===== src/verilog/bpcc_defs.svh =====
// Register offsets, field positions, reset values and rule notes for the breakpoint compare block
// Notes on behaviour
// [RL1] Comparator C bits select one or zero match
// [RL2] Arming in first loop clears comparator value
// [RL3] Paging low bit selects extended compare layout
// [RL4] A/B enable blocks setting trace debug enable
// [RL5] Trace mode without A/B ignores full, tag
// [RL6] C bits form third breakpoint except loop
// [RL7] Bit 6 selects dual or full mode
// [RL8] Bit 5 routes break to background/interrupt
// [RL9] Bit 4 forces or tags A/B break
// [RL10] Tagged break only for executed opcodes
// [RL11] Bit 3 enables comparator C breakpoint
// [RL12] Arming in first loop clears C enable
// [RL13] Bit 2 forces or tags C break
// [RL14] Bit 1 adds direction qualifier to C
// [RL15] Bit 0 picks read or write match
// [RL16] Paging codes 10/11 act as 00/01
// [RL17] Enabled match raises break request to core
`ifndef BPCC_DEFS_SVH
`define BPCC_DEFS_SVH
// Byte offsets are printed index times four
`define BPCC_IDX_EXT        6'h25
`define BPCC_IDX_HIGH       6'h26
`define BPCC_IDX_LOW        6'h27
`define BPCC_IDX_CTL2       6'h28
`define BPCC_IDX_CTL1       6'h30
`define BPCC_IDX_STAT       6'h31
`define BPCC_IDX_MASK       6'h32
// Control two fields
`define BPCC_AB_EN          7
`define BPCC_FULL           6
`define BPCC_BGND           5
`define BPCC_TAG_AB         4
`define BPCC_C_EN           3
`define BPCC_TAG_C          2
`define BPCC_RW_EN          1
`define BPCC_RW_VAL         0
// Control one fields (own register)
`define BPCC_C1_DBG_EN      7
`define BPCC_C1_ARM         6
`define BPCC_C1_FIRST_LOOP_CAPTURE       5
// Status fields
`define BPCC_ST_C_MATCH     0
`define BPCC_ST_BREAK       1
`define BPCC_RST_BYTE       8'h00
`define BPCC_RST_FLAGS      2'h0
`define BPCC_RST_WORD       32'h0
// Extended register fields
`define BPCC_PAGE_LOW       6
`endif


===== src/verilog/bpcc_pkg.sv =====
// Types shared by the breakpoint compare block
package bpcc_pkg;
  // Wishbone request from master
  typedef struct packed {
    logic        cyc;
    logic        stb;
    logic        we;
    logic [7:0]  adr;
    logic [3:0]  sel;
    logic [31:0] dat;
  } bpcc_wb_req_s;
  // Core bus cycle being watched
  typedef struct packed {
    logic        valid;
    logic [21:0] addr;
    logic        read;
    logic        ab_match;
    logic        exec;
    logic        tag_ab_exec;
  } bpcc_core_s;
  // Break request toward core
  typedef struct packed {
    logic force_brk;
    logic tag_c;
    logic tag_ab;
    logic to_bgnd;
  } bpcc_brk_s;
endpackage


===== src/verilog/bpcc_top.sv =====
// Comparator C and control two registers with break request generation
//
// The Wishbone register port is this design's own decision.
`timescale 1ns/1ns
`include "bpcc_defs.svh"
module bpcc_top (
  // Clock and reset
  input  wire logic                 sys_clk,
  input  wire logic                 reset,
  // Wishbone slave
  input  wire bpcc_pkg::bpcc_wb_req_s wb_req,
  output logic [31:0]               wb_dat_o,
  output logic                      wb_ack_o,
  // Core watch and break
  input  wire bpcc_pkg::bpcc_core_s core_i,
  output bpcc_pkg::bpcc_brk_s       brk_o,
  output logic                      full_mode_o,
  output logic                      ab_active_o,
  // Interrupt
  output logic                      irq_o
);
  import bpcc_pkg::*;

  // ----------------------------------------
  // Registers
  // ----------------------------------------
  // All state resets synchronously to zero
  logic [7:0]  ext_r;        // Paging select and extended compare
  logic [7:0]  high_r;       // Comparator C high byte
  logic [7:0]  low_r;        // Comparator C low byte
  logic [7:0]  ctl2_r;       // Control two
  logic [7:0]  ctl1_r;       // Control one (debug enable, arm, loop)
  logic [1:0]  stat_r;       // Sticky events
  logic [1:0]  mask_r;       // Interrupt mask
  logic        ack_r;        // Bus ack
  logic [31:0] rdat_r;       // Read data
  bpcc_brk_s   brk_r;        // Break request
  logic        irq_r;        // Interrupt line

  // ----------------------------------------
  // Bus decode
  // ----------------------------------------
  logic        acc;          // New access, taken this edge
  logic        wr;           // Write strobe, on the ack edge
  logic [5:0]  idx;          // Register index
  logic        arm_loop;     // Arming in first loop mode
  // A request is taken on the first edge that sees it with ack low
  assign acc      = wb_req.cyc & wb_req.stb & ~ack_r;
  // Writes land on the edge at which the master sees ack high,
  // while address and data are still held; a request dropped
  // before that edge writes nothing
  assign wr       = wb_req.cyc & wb_req.stb & ack_r & wb_req.we & wb_req.sel[0];
  assign idx      = wb_req.adr[7:2];
  // Arm and first loop written together start a loop capture
  assign arm_loop = wr && idx == `BPCC_IDX_CTL1 && wb_req.dat[`BPCC_C1_ARM] && wb_req.dat[`BPCC_C1_FIRST_LOOP_CAPTURE];

  // ----------------------------------------
  // Comparator match
  // ----------------------------------------
  // Returns comparator C address match for given page mode
  function automatic logic c_addr_hit(input logic [7:0] ext, input logic [7:0] hi,
                                      input logic [7:0] lo, input logic [21:0] a);
    // Only the low select bit matters, high bit ignored
    if (ext[`BPCC_PAGE_LOW]) // RL16
      // Paged: extended bits, then the sixteen value bits
      c_addr_hit = (ext[5:0] == a[21:16]) && ({hi, lo} == a[15:0]); // RL3
    else
      // Unpaged: the value bits alone against the core address
      c_addr_hit = ({hi, lo} == a[15:0]); // RL1
  endfunction

  logic c_hit;    // Qualified comparator C hit
  logic c_usable; // Comparator C may form a break
  logic dir_ok;   // Direction qualifier passes
  logic ab_on;    // A/B function active
  // Direction only counts when qualifying is on
  assign dir_ok   = ~ctl2_r[`BPCC_RW_EN] | (core_i.read == ctl2_r[`BPCC_RW_VAL]); // RL14 RL15
  // Loop capture under trace debug takes comparator C away
  assign c_usable = ctl2_r[`BPCC_C_EN] & ~(ctl1_r[`BPCC_C1_DBG_EN] & ctl1_r[`BPCC_C1_FIRST_LOOP_CAPTURE]); // RL6 RL11
  // Watched cycle, enable, direction and address all agree
  assign c_hit    = core_i.valid & c_usable & dir_ok & c_addr_hit(ext_r, high_r, low_r, core_i.addr);
  // The A/B function gates full mode and the A/B tag select
  assign ab_on    = ctl2_r[`BPCC_AB_EN]; // RL4 RL5

  // ----------------------------------------
  // Register writes
  // ----------------------------------------
  // Extended and comparator value; first loop arming clears value
  // The low byte has no reset value of its own; zero is used
  always_ff @(posedge sys_clk) begin
    if (reset) begin
      ext_r  <= `BPCC_RST_BYTE;
      high_r <= `BPCC_RST_BYTE;
      low_r  <= `BPCC_RST_BYTE;
    end else if (arm_loop) begin
      high_r <= `BPCC_RST_BYTE; // RL2
      low_r  <= `BPCC_RST_BYTE; // RL2
    end else if (wr) begin
      if (idx == `BPCC_IDX_EXT)  ext_r  <= wb_req.dat[7:0];
      if (idx == `BPCC_IDX_HIGH) high_r <= wb_req.dat[7:0];
      if (idx == `BPCC_IDX_LOW)  low_r  <= wb_req.dat[7:0];
    end
  end

  // Control two; arming in first loop clears C enable
  // Arming is a control one write, so it never meets a control two write
  always_ff @(posedge sys_clk) begin
    if (reset) begin
      ctl2_r <= `BPCC_RST_BYTE;
    end else if (wr && idx == `BPCC_IDX_CTL2) begin
      ctl2_r <= wb_req.dat[7:0];
    end else if (arm_loop) begin
      ctl2_r[`BPCC_C_EN] <= 1'b0; // RL12
    end
  end

  // Control one; debug enable cannot be set while A/B on
  // Only the debug enable bit is held back; other bits land
  always_ff @(posedge sys_clk) begin
    if (reset) begin
      ctl1_r <= `BPCC_RST_BYTE;
    end else if (wr && idx == `BPCC_IDX_CTL1) begin
      ctl1_r <= wb_req.dat[7:0];
      if (ab_on) ctl1_r[`BPCC_C1_DBG_EN] <= 1'b0; // RL4
    end
  end

  // Status events and software clears
  logic [1:0]  stat_set;     // Events seen this cycle
  logic [1:0]  stat_clr;     // Ones written to status
  // Break pulse in bit 1, comparator C hit in bit 0
  assign stat_set = {brk_r.force_brk | brk_r.tag_c | brk_r.tag_ab, c_hit};
  // A write of ones clears; other bits are left alone
  assign stat_clr = (wr && idx == `BPCC_IDX_STAT) ? wb_req.dat[1:0] : `BPCC_RST_FLAGS;
  // Sticky status, set wins over clear so no event is lost
  always_ff @(posedge sys_clk) begin
    if (reset) begin
      stat_r <= `BPCC_RST_FLAGS;
      mask_r <= `BPCC_RST_FLAGS;
    end else begin
      // Mask is a plain read/write register
      if (wr && idx == `BPCC_IDX_MASK) mask_r <= wb_req.dat[1:0];
      stat_r <= (stat_r & ~stat_clr) | stat_set;
    end
  end

  // ----------------------------------------
  // Break generation
  // ----------------------------------------
  // Forced or tagged break requests from comparators
  // Tagged requests wait for the core to execute the opcode
  // Each request is a one-cycle pulse; the routing is a level
  always_ff @(posedge sys_clk) begin
    if (reset) begin
      brk_r <= '0;
    end else begin
      brk_r.to_bgnd   <= ctl2_r[`BPCC_BGND]; // RL8
      brk_r.force_brk <= (c_hit & ~ctl2_r[`BPCC_TAG_C])
                       | (ab_on & core_i.ab_match & ~ctl2_r[`BPCC_TAG_AB]); // RL9 RL13 RL17
      brk_r.tag_c     <= c_hit & ctl2_r[`BPCC_TAG_C] & core_i.exec; // RL10 RL13
      brk_r.tag_ab    <= ab_on & ctl2_r[`BPCC_TAG_AB] & core_i.tag_ab_exec; // RL9 RL10
    end
  end

  // Mode outputs; full mode only meaningful with A/B enabled
  // Interrupt follows unmasked status one cycle late
  always_ff @(posedge sys_clk) begin
    if (reset) begin
      full_mode_o <= 1'b0;
      ab_active_o <= 1'b0;
      irq_r       <= 1'b0;
    end else begin
      full_mode_o <= ab_on & ctl2_r[`BPCC_FULL]; // RL5 RL7
      ab_active_o <= ab_on;
      irq_r       <= |(stat_r & mask_r);
    end
  end

  // ----------------------------------------
  // Bus answer
  // ----------------------------------------
  // One-wait ack and read mux; unmapped reads zero
  // Read data loads at the taking edge and holds till the next access
  always_ff @(posedge sys_clk) begin
    if (reset) begin
      ack_r  <= 1'b0;
      rdat_r <= `BPCC_RST_WORD;
    end else begin
      ack_r <= acc;
      if (acc) begin
        unique case (idx)
          `BPCC_IDX_EXT:  rdat_r <= {24'h0, ext_r};
          `BPCC_IDX_HIGH: rdat_r <= {24'h0, high_r};
          `BPCC_IDX_LOW:  rdat_r <= {24'h0, low_r};
          `BPCC_IDX_CTL2: rdat_r <= {24'h0, ctl2_r};
          `BPCC_IDX_CTL1: rdat_r <= {24'h0, ctl1_r};
          `BPCC_IDX_STAT: rdat_r <= {30'h0, stat_r};
          `BPCC_IDX_MASK: rdat_r <= {30'h0, mask_r};
          default:        rdat_r <= 32'h0;
        endcase
      end
    end
  end

  // Every output comes straight from a flop
  assign wb_ack_o = ack_r;
  assign wb_dat_o = rdat_r;
  assign brk_o    = brk_r;
  assign irq_o    = irq_r;
endmodule // bpcc_top


===== config.mk =====
export PLATFORM = sky130hd
export DESIGN_NAME = bpcc_top
export DESIGN_NICKNAME = d
export VERILOG_FILES = /design/src/verilog/bpcc_pkg.sv /design/src/verilog/bpcc_top.sv
export VERILOG_INCLUDE_DIRS = /design/src /design/src/verilog
export SDC_FILE = /design/constraint.sdc
export NUM_CORES = 1
export LEC_CHECK = 0
export BUFFER_PORTS_ARGS = -buffer_cell sky130_fd_sc_hd__buf_2
export CAP_MARGIN = 20
export CORE_MARGIN = 2
export CORE_UTILIZATION = 49
export CTS_BUF_LIST = sky130_fd_sc_hd__clkbuf_16
export DETAILED_ROUTE_END_ITERATION = 16
export GPL_TIMING_DRIVEN = 1
export PLACE_DENSITY_LB_ADDON = 0.15
export SLEW_MARGIN = 10
export SYNTH_ARGS = -nofsm -noshare
export SYNTH_HDL_FRONTEND = slang
export SYNTH_SLANG_ARGS = --single-unit

===== constraint.sdc =====
create_clock -name sys_clk -period 2.5 [get_ports sys_clk]
set_input_delay 0.5 -clock sys_clk [delete_from_list [all_inputs] [get_ports sys_clk]]
set_output_delay 0.5 -clock sys_clk [all_outputs]
set_load 0.01 [all_outputs]

==> summary.md, run 1 <==
| Metric | Value |
|---|---|
| Hold Path Stages | 2 |
| First-pass GRT wire length | 11590 um |
| Pre-antenna DRT Iters | 6 |
| Synth Area in XOR/XNOR | 6.689% |
| Top cells by count, synth | dfxtp_1, nor2_1, mux2i_1, nand2_1, nand3_1 |
| RSZ-0062 raised after global routing | no |
| R2r setup slk | 670 ps |
| Post-synthesis compound-gate area fraction | 13.05% |
| Outcome | completed |
| Max Cap Viol | 0 |
| Synth Instances | 334 |
| Initial core utilization | 50.87% |
| DR WL met3 | 360 um |
| GRT Resource Usage Total | 23.10% |
| Critical Path Max Stage Delay | 530 ps |
| HP Class | input port to flip-flop |
| Synth Flop Type | dfxtp_1 |
| Largest family of logic cells by synthesized area | simple AND/OR/NAND/NOR gates |
| EDFF count, synth | 0 |
| Static Leakage | 0.001700 uW |
| DP Wirelength | 5332 um |
| Rel. slew slack | 60.11% |
| Postcts setup bufs | 0 |
| Register area share after synthesis | 39.88% |
| Clk slew on worst S/H paths | 50 ps |
| R2R Path End | ext_r[4] |
| Overflow after GRT | 0 |
| PortBufs | 62 |
| Final setup vio count | 0 |
| Fmax | 539.6 MHz |
| Worst-Margin Slew | 596.6 ps |
| Area share of and/or/nand/nor cells after synthesis | 19.90% |
| Reg2Reg Depth | 6 |
| Hold_buf cts | 0 |
| Die area | 0.006789 mm2 |
| WS Path Type | input port to flip-flop |
| M1 WL | 3319 um |
| Setup ws final | 646.6 ps |
| Root Driver | clkbuf_16 |
| Post-Syn Area per Cell | 9.017 um2 |
| Final net count | 477 |
| Cell Rows | 28 |
| Met2 wire len | 3573 um |
| Synth unique cells | 47 |
| Cell Pwr Density | 627.8 mW/mm2 |
| Hold Vio Cnt, Final | 0 |
| Fraction of registers with async set/reset | 0% |
| Yosys reg bits | 60 |
| GPL Wtd Cong | 0.7982 |
| Num CTS Buffers | 9 |
| Critical Path End Type | flip-flop |
| Dpl ws | 303.5 ps |
| CP arrival | 2050 ps |
| Top sig layer | met4 |
| Top-count cell post-synth | dfxtp_1 |
| DR WL/cell | 15.36 um |
| Routed Antenna Nets | 0 |
| Number of antenna violations at the first check in global routing | 0 |
| Syn. warnings | 0 |
| Final worst path period share | 74.14% |
| CP Cell Sequence | buf_2, or4b_4, nor3b_4, nand2_1, o211ai_1, a21oi_1 |
| Top cells by area, synth | dfxtp_1, mux2i_1, xor2_1 |
| Clock Sinks | 60 |
| Sum Neg Setup Slack | 0 ps |
| CP Max Fanout | 15 |
| Required @ worst endpoint | 2700 ps |
| Worst Hold End | brk_o[1] |
| Via density | 5.395 |
| Mapped cell area | 0.003012 mm2 |
| Max Slew Vio Count | 0 |
| Worst skew pair latency | 320 ps |
| DRC violations left | 0 |
| I/O Pins | 116 |
| Critical Path Start Type | input port |
| Die X | 82.40 um |
| Core area | 0.005921 mm2 |
| DRT iter0 DRCs | 148 |
| # resized after CTS | 0 |
| Share of the synthesized area in the top cell type | 39.88% |
| Vias in the first global route | 2415 |
| Inserted Diodes | 0 |
| Max Root-Sink Buffers | 2 |
| Layout cell share with drive strength beyond 1 | 24.26% |
| CP max-delay cell | or4b_4 |
| CTS tree | yes |
| Tmin final | 1853 ps |
| Peak VDD IR | 500.3 uV |
| Largest net degree at the start of global routing | 28 |
| Via count | 2584 |
| Routed Wire Length | 7358 um |
| Adder-Cell Fraction of Synth Area | 0% |
| Die Height | 82.40 um |
| Setup Skew | 5.715 ps |
| RR Startpoint | wb_ack_o |
| Area Growth Syn to Fin | 18.94% |
| Post-synthesis mux area share | 11.22% |
| Synth area leader | dfxtp_1 |
| H-tree depth | 3 |
| Hold Path Origin | core_i[0] |
## logic make-up (layout without fill, tap and decap cells)
| kind of cell | count (synthesis) | count (layout) |
|---|---|---|
| compound gates | 57 | 57 |
| xor+xnor | 23 | 23 |
| buf+inv | 42 | 89 |
| flops | 60 | 60 |
| mux | 33 | 33 |
| other cells | 1 | 24 |
| simple gates | 118 | 118 |
## layer usage
layer / GRT usage [%] / up-vias
met3: 7.065 / 10
li1: - / 1271
met5: 0 / -
met2: 37.90 / 69
met4: 7.500 / 0
met1: 28.86 / 1234
## state kept, by name, indices dropped and copies added (netlist names), 2 cells and up
signal    cells
low_r         8
ext_r         8
wb_dat_o      8
high_r        8
brk_o         4
stat_r        2
mask_r        2
ctl1_r        8
ctl2_r        8
## critical path: cells and delay by family
family                 cells  cell delay [ps]
AOI/OAI and AO/OA          2              300
and+or+nand+nor            3             1050
buffers and inverters      1              200
## report_power, final
part / internal [uW] / switching [uW]
sequential: 959 / 0.597
combinational: 53.5 / 93.7
clock: 747 / 396
total: 1760 / 490
## final cells by class
cell class	count	area (um2)
flip-flops and latches	60	1201
inverters	4	15.01
repair buffers	71	377.9
multi-input cells	255	1622
clock inverters	5	47.55
well taps	75	93.84
clock buffers	9	225.2
fillers	537	2338
## how the worst max path moves through the flow
stage / startpoint / end / slack (ps) / cells after the start
final: wb_req[39] / ctl2_r[3] / 650 / 6
after global routing: wb_ack_o / high_r[3] / 520 / 6
after CTS: wb_req[39] / ctl2_r[3] / 630 / 6
after detailed placement: wb_req[39] / ctl2_r[3] / 300 / 6
after global placement: wb_req[39] / ctl2_r[3] / 350 / 6
after floorplan: wb_req[38] / ctl2_r[3] / 530 / 6
## placed cells by master (no fill, tap or decap), types with 2 or more instances in the layout
master      n
nor2_1     38
o21ai_0     6
inv_1       6
xor2_1     21
mux2_2      6
a31oi_1     2
xnor2_1     2
and2_1      3
a222oi_1    2
and3_1      4
a221oi_1    6
conb_1     24
buf_4       9
mux2i_1    27
nand3_1    25
a22o_1      2
o21ai_1     2
a21oi_1    18
buf_2      62
clkinv_2    2
dfxtp_1    60
nor2b_1     5
nor4_1      5
nand2_1    26
nor3b_1     2
a311oi_1    2
a22oi_1     7
clkbuf_16   9
a211oi_1    2
## through the flow
step | hold WS [ps] | util, % | instance area, um2 | power (uW) | instances
after floorplan | 436.0 | - | 3098 | 1082 | 357
after global placement | 437.4 | 55.90 | 3309 | 1123 | 465
after detailed placement | 442.2 | 55.90 | 3309 | 1124 | 465
after CTS | 402.1 | 60.50 | 3582 | 2256 | 479
after global routing | 414.4 | 60.50 | 3582 | 2323 | 479
final | 405.0 | 60.50 | 3582 | 2249 | 479
Note: power is estimated with default switching activity, not from simulation.
==> run 2, diff against run 1 <==
--- a/config.mk
+++ b/config.mk
@@ -9,7 +9,7 @@
 export BUFFER_PORTS_ARGS = -buffer_cell sky130_fd_sc_hd__buf_2
 export CAP_MARGIN = 20
 export CORE_MARGIN = 2
-export CORE_UTILIZATION = 49
+export CORE_UTILIZATION = 44
 export CTS_BUF_LIST = sky130_fd_sc_hd__clkbuf_16
 export DETAILED_ROUTE_END_ITERATION = 16
 export GPL_TIMING_DRIVEN = 1
==> constraint.sdc (replaced) <==
create_clock -name sys_clk -period 1.6 [get_ports sys_clk]
set_input_delay 0.32 -clock sys_clk [delete_from_list [all_inputs] [get_ports sys_clk]]
set_output_delay 0.32 -clock sys_clk [all_outputs]
set_load 0.01 [all_outputs]
==> run 2 against run 1 <==
Compared with the run above:
- worst setup slack got worse by 580 ps
- via count increased by 2.7%
- hold slack got worse by 180 ps
- global-route usage decreased by 1.6 points
- clock power increased by 56%
- clock skew increased by 1.1 ps
- final area increased by 8.1%
- first-iteration DRC count increased by 20%
- sequential share of layout area decreased by 2.4 points
- critical endpoint is now brk_o[2]
- largest cell class unchanged
==> summary.md, run 2 (synthesis gave the netlist of run 1 again) <==
| Metric | Value |
|---|---|
| Outcome | completed |
| Pre-antenna DRT Iters | 4 |
| Top sig layer | met4 |
| Clk slew on worst S/H paths | 50 ps |
| Final net count | 501 |
| Max Root-Sink Buffers | 2 |
| Setup Skew | 6.801 ps |
| Worst skew pair latency | 320 ps |
| R2R Path End | brk_o[2] |
| I/O Pins | 116 |
| H-tree depth | 3 |
| Peak VDD IR | 467.5 uV |
| Cell Pwr Density | 917.3 mW/mm2 |
| Hold Vio Cnt, Final | 0 |
| CP Cell Sequence | xor2_1, nor4_2, nand3_1, a211oi_2, buf_4, and3_1 |
| Die area | 0.007522 mm2 |
| Cell Area, Placed | 0.003563 mm2 |
| Via count | 2655 |
| CP arrival | 1810 ps |
| Inserted Diodes | 0 |
| Number of antenna violations at the first check in global routing | 0 |
| Clock Sinks | 60 |
| Hold Path Stages | 2 |
| Die Height | 86.73 um |
| RSZ-0062 raised after global routing | yes |
| Required @ worst endpoint | 1870 ps |
| Max Slew Vio Count | 0 |
| CP Max Fanout | 3 |
| Postcts setup bufs | 0 |
| DR WL/cell | 15.31 um |
| Vias in the first global route | 2441 |
| Routed Wire Length | 7778 um |
| Critical Path Max Stage Delay | 330 ps |
| Met2 wire len | 3808 um |
| GPL Wtd Cong | 0.8173 |
| CTS tree | yes |
| Worst path buffer plus inverter count | 1 |
| Routed Antenna Nets | 0 |
| Worst Hold End | brk_o[2] |
| First-pass GRT wire length | 12250 um |
| Num CTS Buffers | 9 |
| Final setup vio count | 0 |
| CP max-delay cell | dfxtp_2 |
| Hold Path Origin | core_i[1] |
| Layout cell share with drive strength beyond 1 | 31.78% |
| GRT Resource Usage Total | 21.53% |
| M1 WL | 3534 um |
| HP Class | input port to flip-flop |
| Core area | 0.006719 mm2 |
| Overflow after GRT | 0 |
| Most common cell after layout, fill and taps aside | buf_2 |
| Setup ws final | 63.00 ps |
| DRT iter0 DRCs | 178 |
| Die X | 86.73 um |
| Via density | 5.226 |
| Critical Path End Type | flip-flop |
| WS Path Type | flip-flop to flip-flop |
| Area Growth Syn to Fin | 28.58% |
| Post-route cell area | 0.003872 mm2 |
| Fin Hold WS | 228.0 ps |
| Static Leakage | 0.001820 uW |
| Root Driver | clkbuf_16 |
| Max Cap Viol | 0 |
| Post-Route Utilization | 57.64% |
| DR WL met3 | 291 um |
| Most frequent cells in the layout | buf_2, dfxtp_1, nor2_1, buf_4, mux2i_1 |
| Critical Path Start Type | flip-flop |
| Final worst path period share | 96.06% |
| R2r setup slk | 60 ps |
| Fmax | 650.6 MHz |
| RR Startpoint | high_r[4] |
| Dpl ws | -266.0 ps |
| CP delay by family, top | simple AND/OR/NAND/NOR gates |
| Tmin final | 1537 ps |
| PortBufs | 62 |
| Initial core utilization | 44.82% |
| DRC violations left | 0 |
| Largest net degree at the start of global routing | 36 |
| Cell Rows | 30 |
| DP Wirelength | 5723 um |
| Reg2Reg Depth | 6 |
==> run 2: cell count changes in the layout (fill, tap and decap cells not counted), sizes merged <==
cell	change
buf	+24
inv	-2
clkinv	+2
==> run 2: how the worst max path moves through the flow <==
stage | slack (ps) | to | depth (start not counted) | from
after floorplan | -120 | ctl2_r[3] | 6 | wb_req[38]
after global placement | -270 | wb_dat_o[6] | 6 | wb_req[40]
after detailed placement | -270 | wb_dat_o[7] | 6 | wb_req[40]
after CTS | 20 | brk_o[2] | 6 | low_r[0]
after global routing | -40 | brk_o[2] | 6 | ext_r[5]
final | 60 | brk_o[2] | 6 | high_r[4]
==> run 2: cell type report <==
class | count | area [um2]
sequential | 60 | 1206
multi-input combinational | 255 | 1682
tap | 80 | 100.1
timing repair buffer | 95 | 599.3
clock inverter | 5 | 45.04
fill | 620 | 2846
clock buffer | 9 | 225.2
inverter | 4 | 15.01
==> run 2: per-layer routing <==
metal	GRT usage, %	vias to the layer above
met5	0	-
met4	9.233	0
met3	3.143	10
met2	34.83	79
met1	28.65	1247
li1	-	1319
==> run 2: timing repair <==
action,4_1_cts,5_1_grt
resized for setup,2,8
endpoints found under the setup margin,2,12
gates cloned,0,0
hold buffers,0,0
pin swaps,0,9
==> run 2: power by group <==
part           leakage [uW]  internal [uW]  switching [uW]
sequential         0.000485           1500           0.908
clock              0.000131           1160             621
combinational       0.00120            110             159
total               0.00182           2770             782
==> run 2: metrics by stage <==
step | std cells | setup TNS [ps] | total power, uW
after detailed placement | 494 | -5345 | 1791
after CTS | 508 | 0 | 3579
after global placement | 494 | -4938 | 1789
after floorplan | 357 | -1762 | 1692
final | 508 | 0 | 3552
after global routing | 508 | -67.99 | 3673
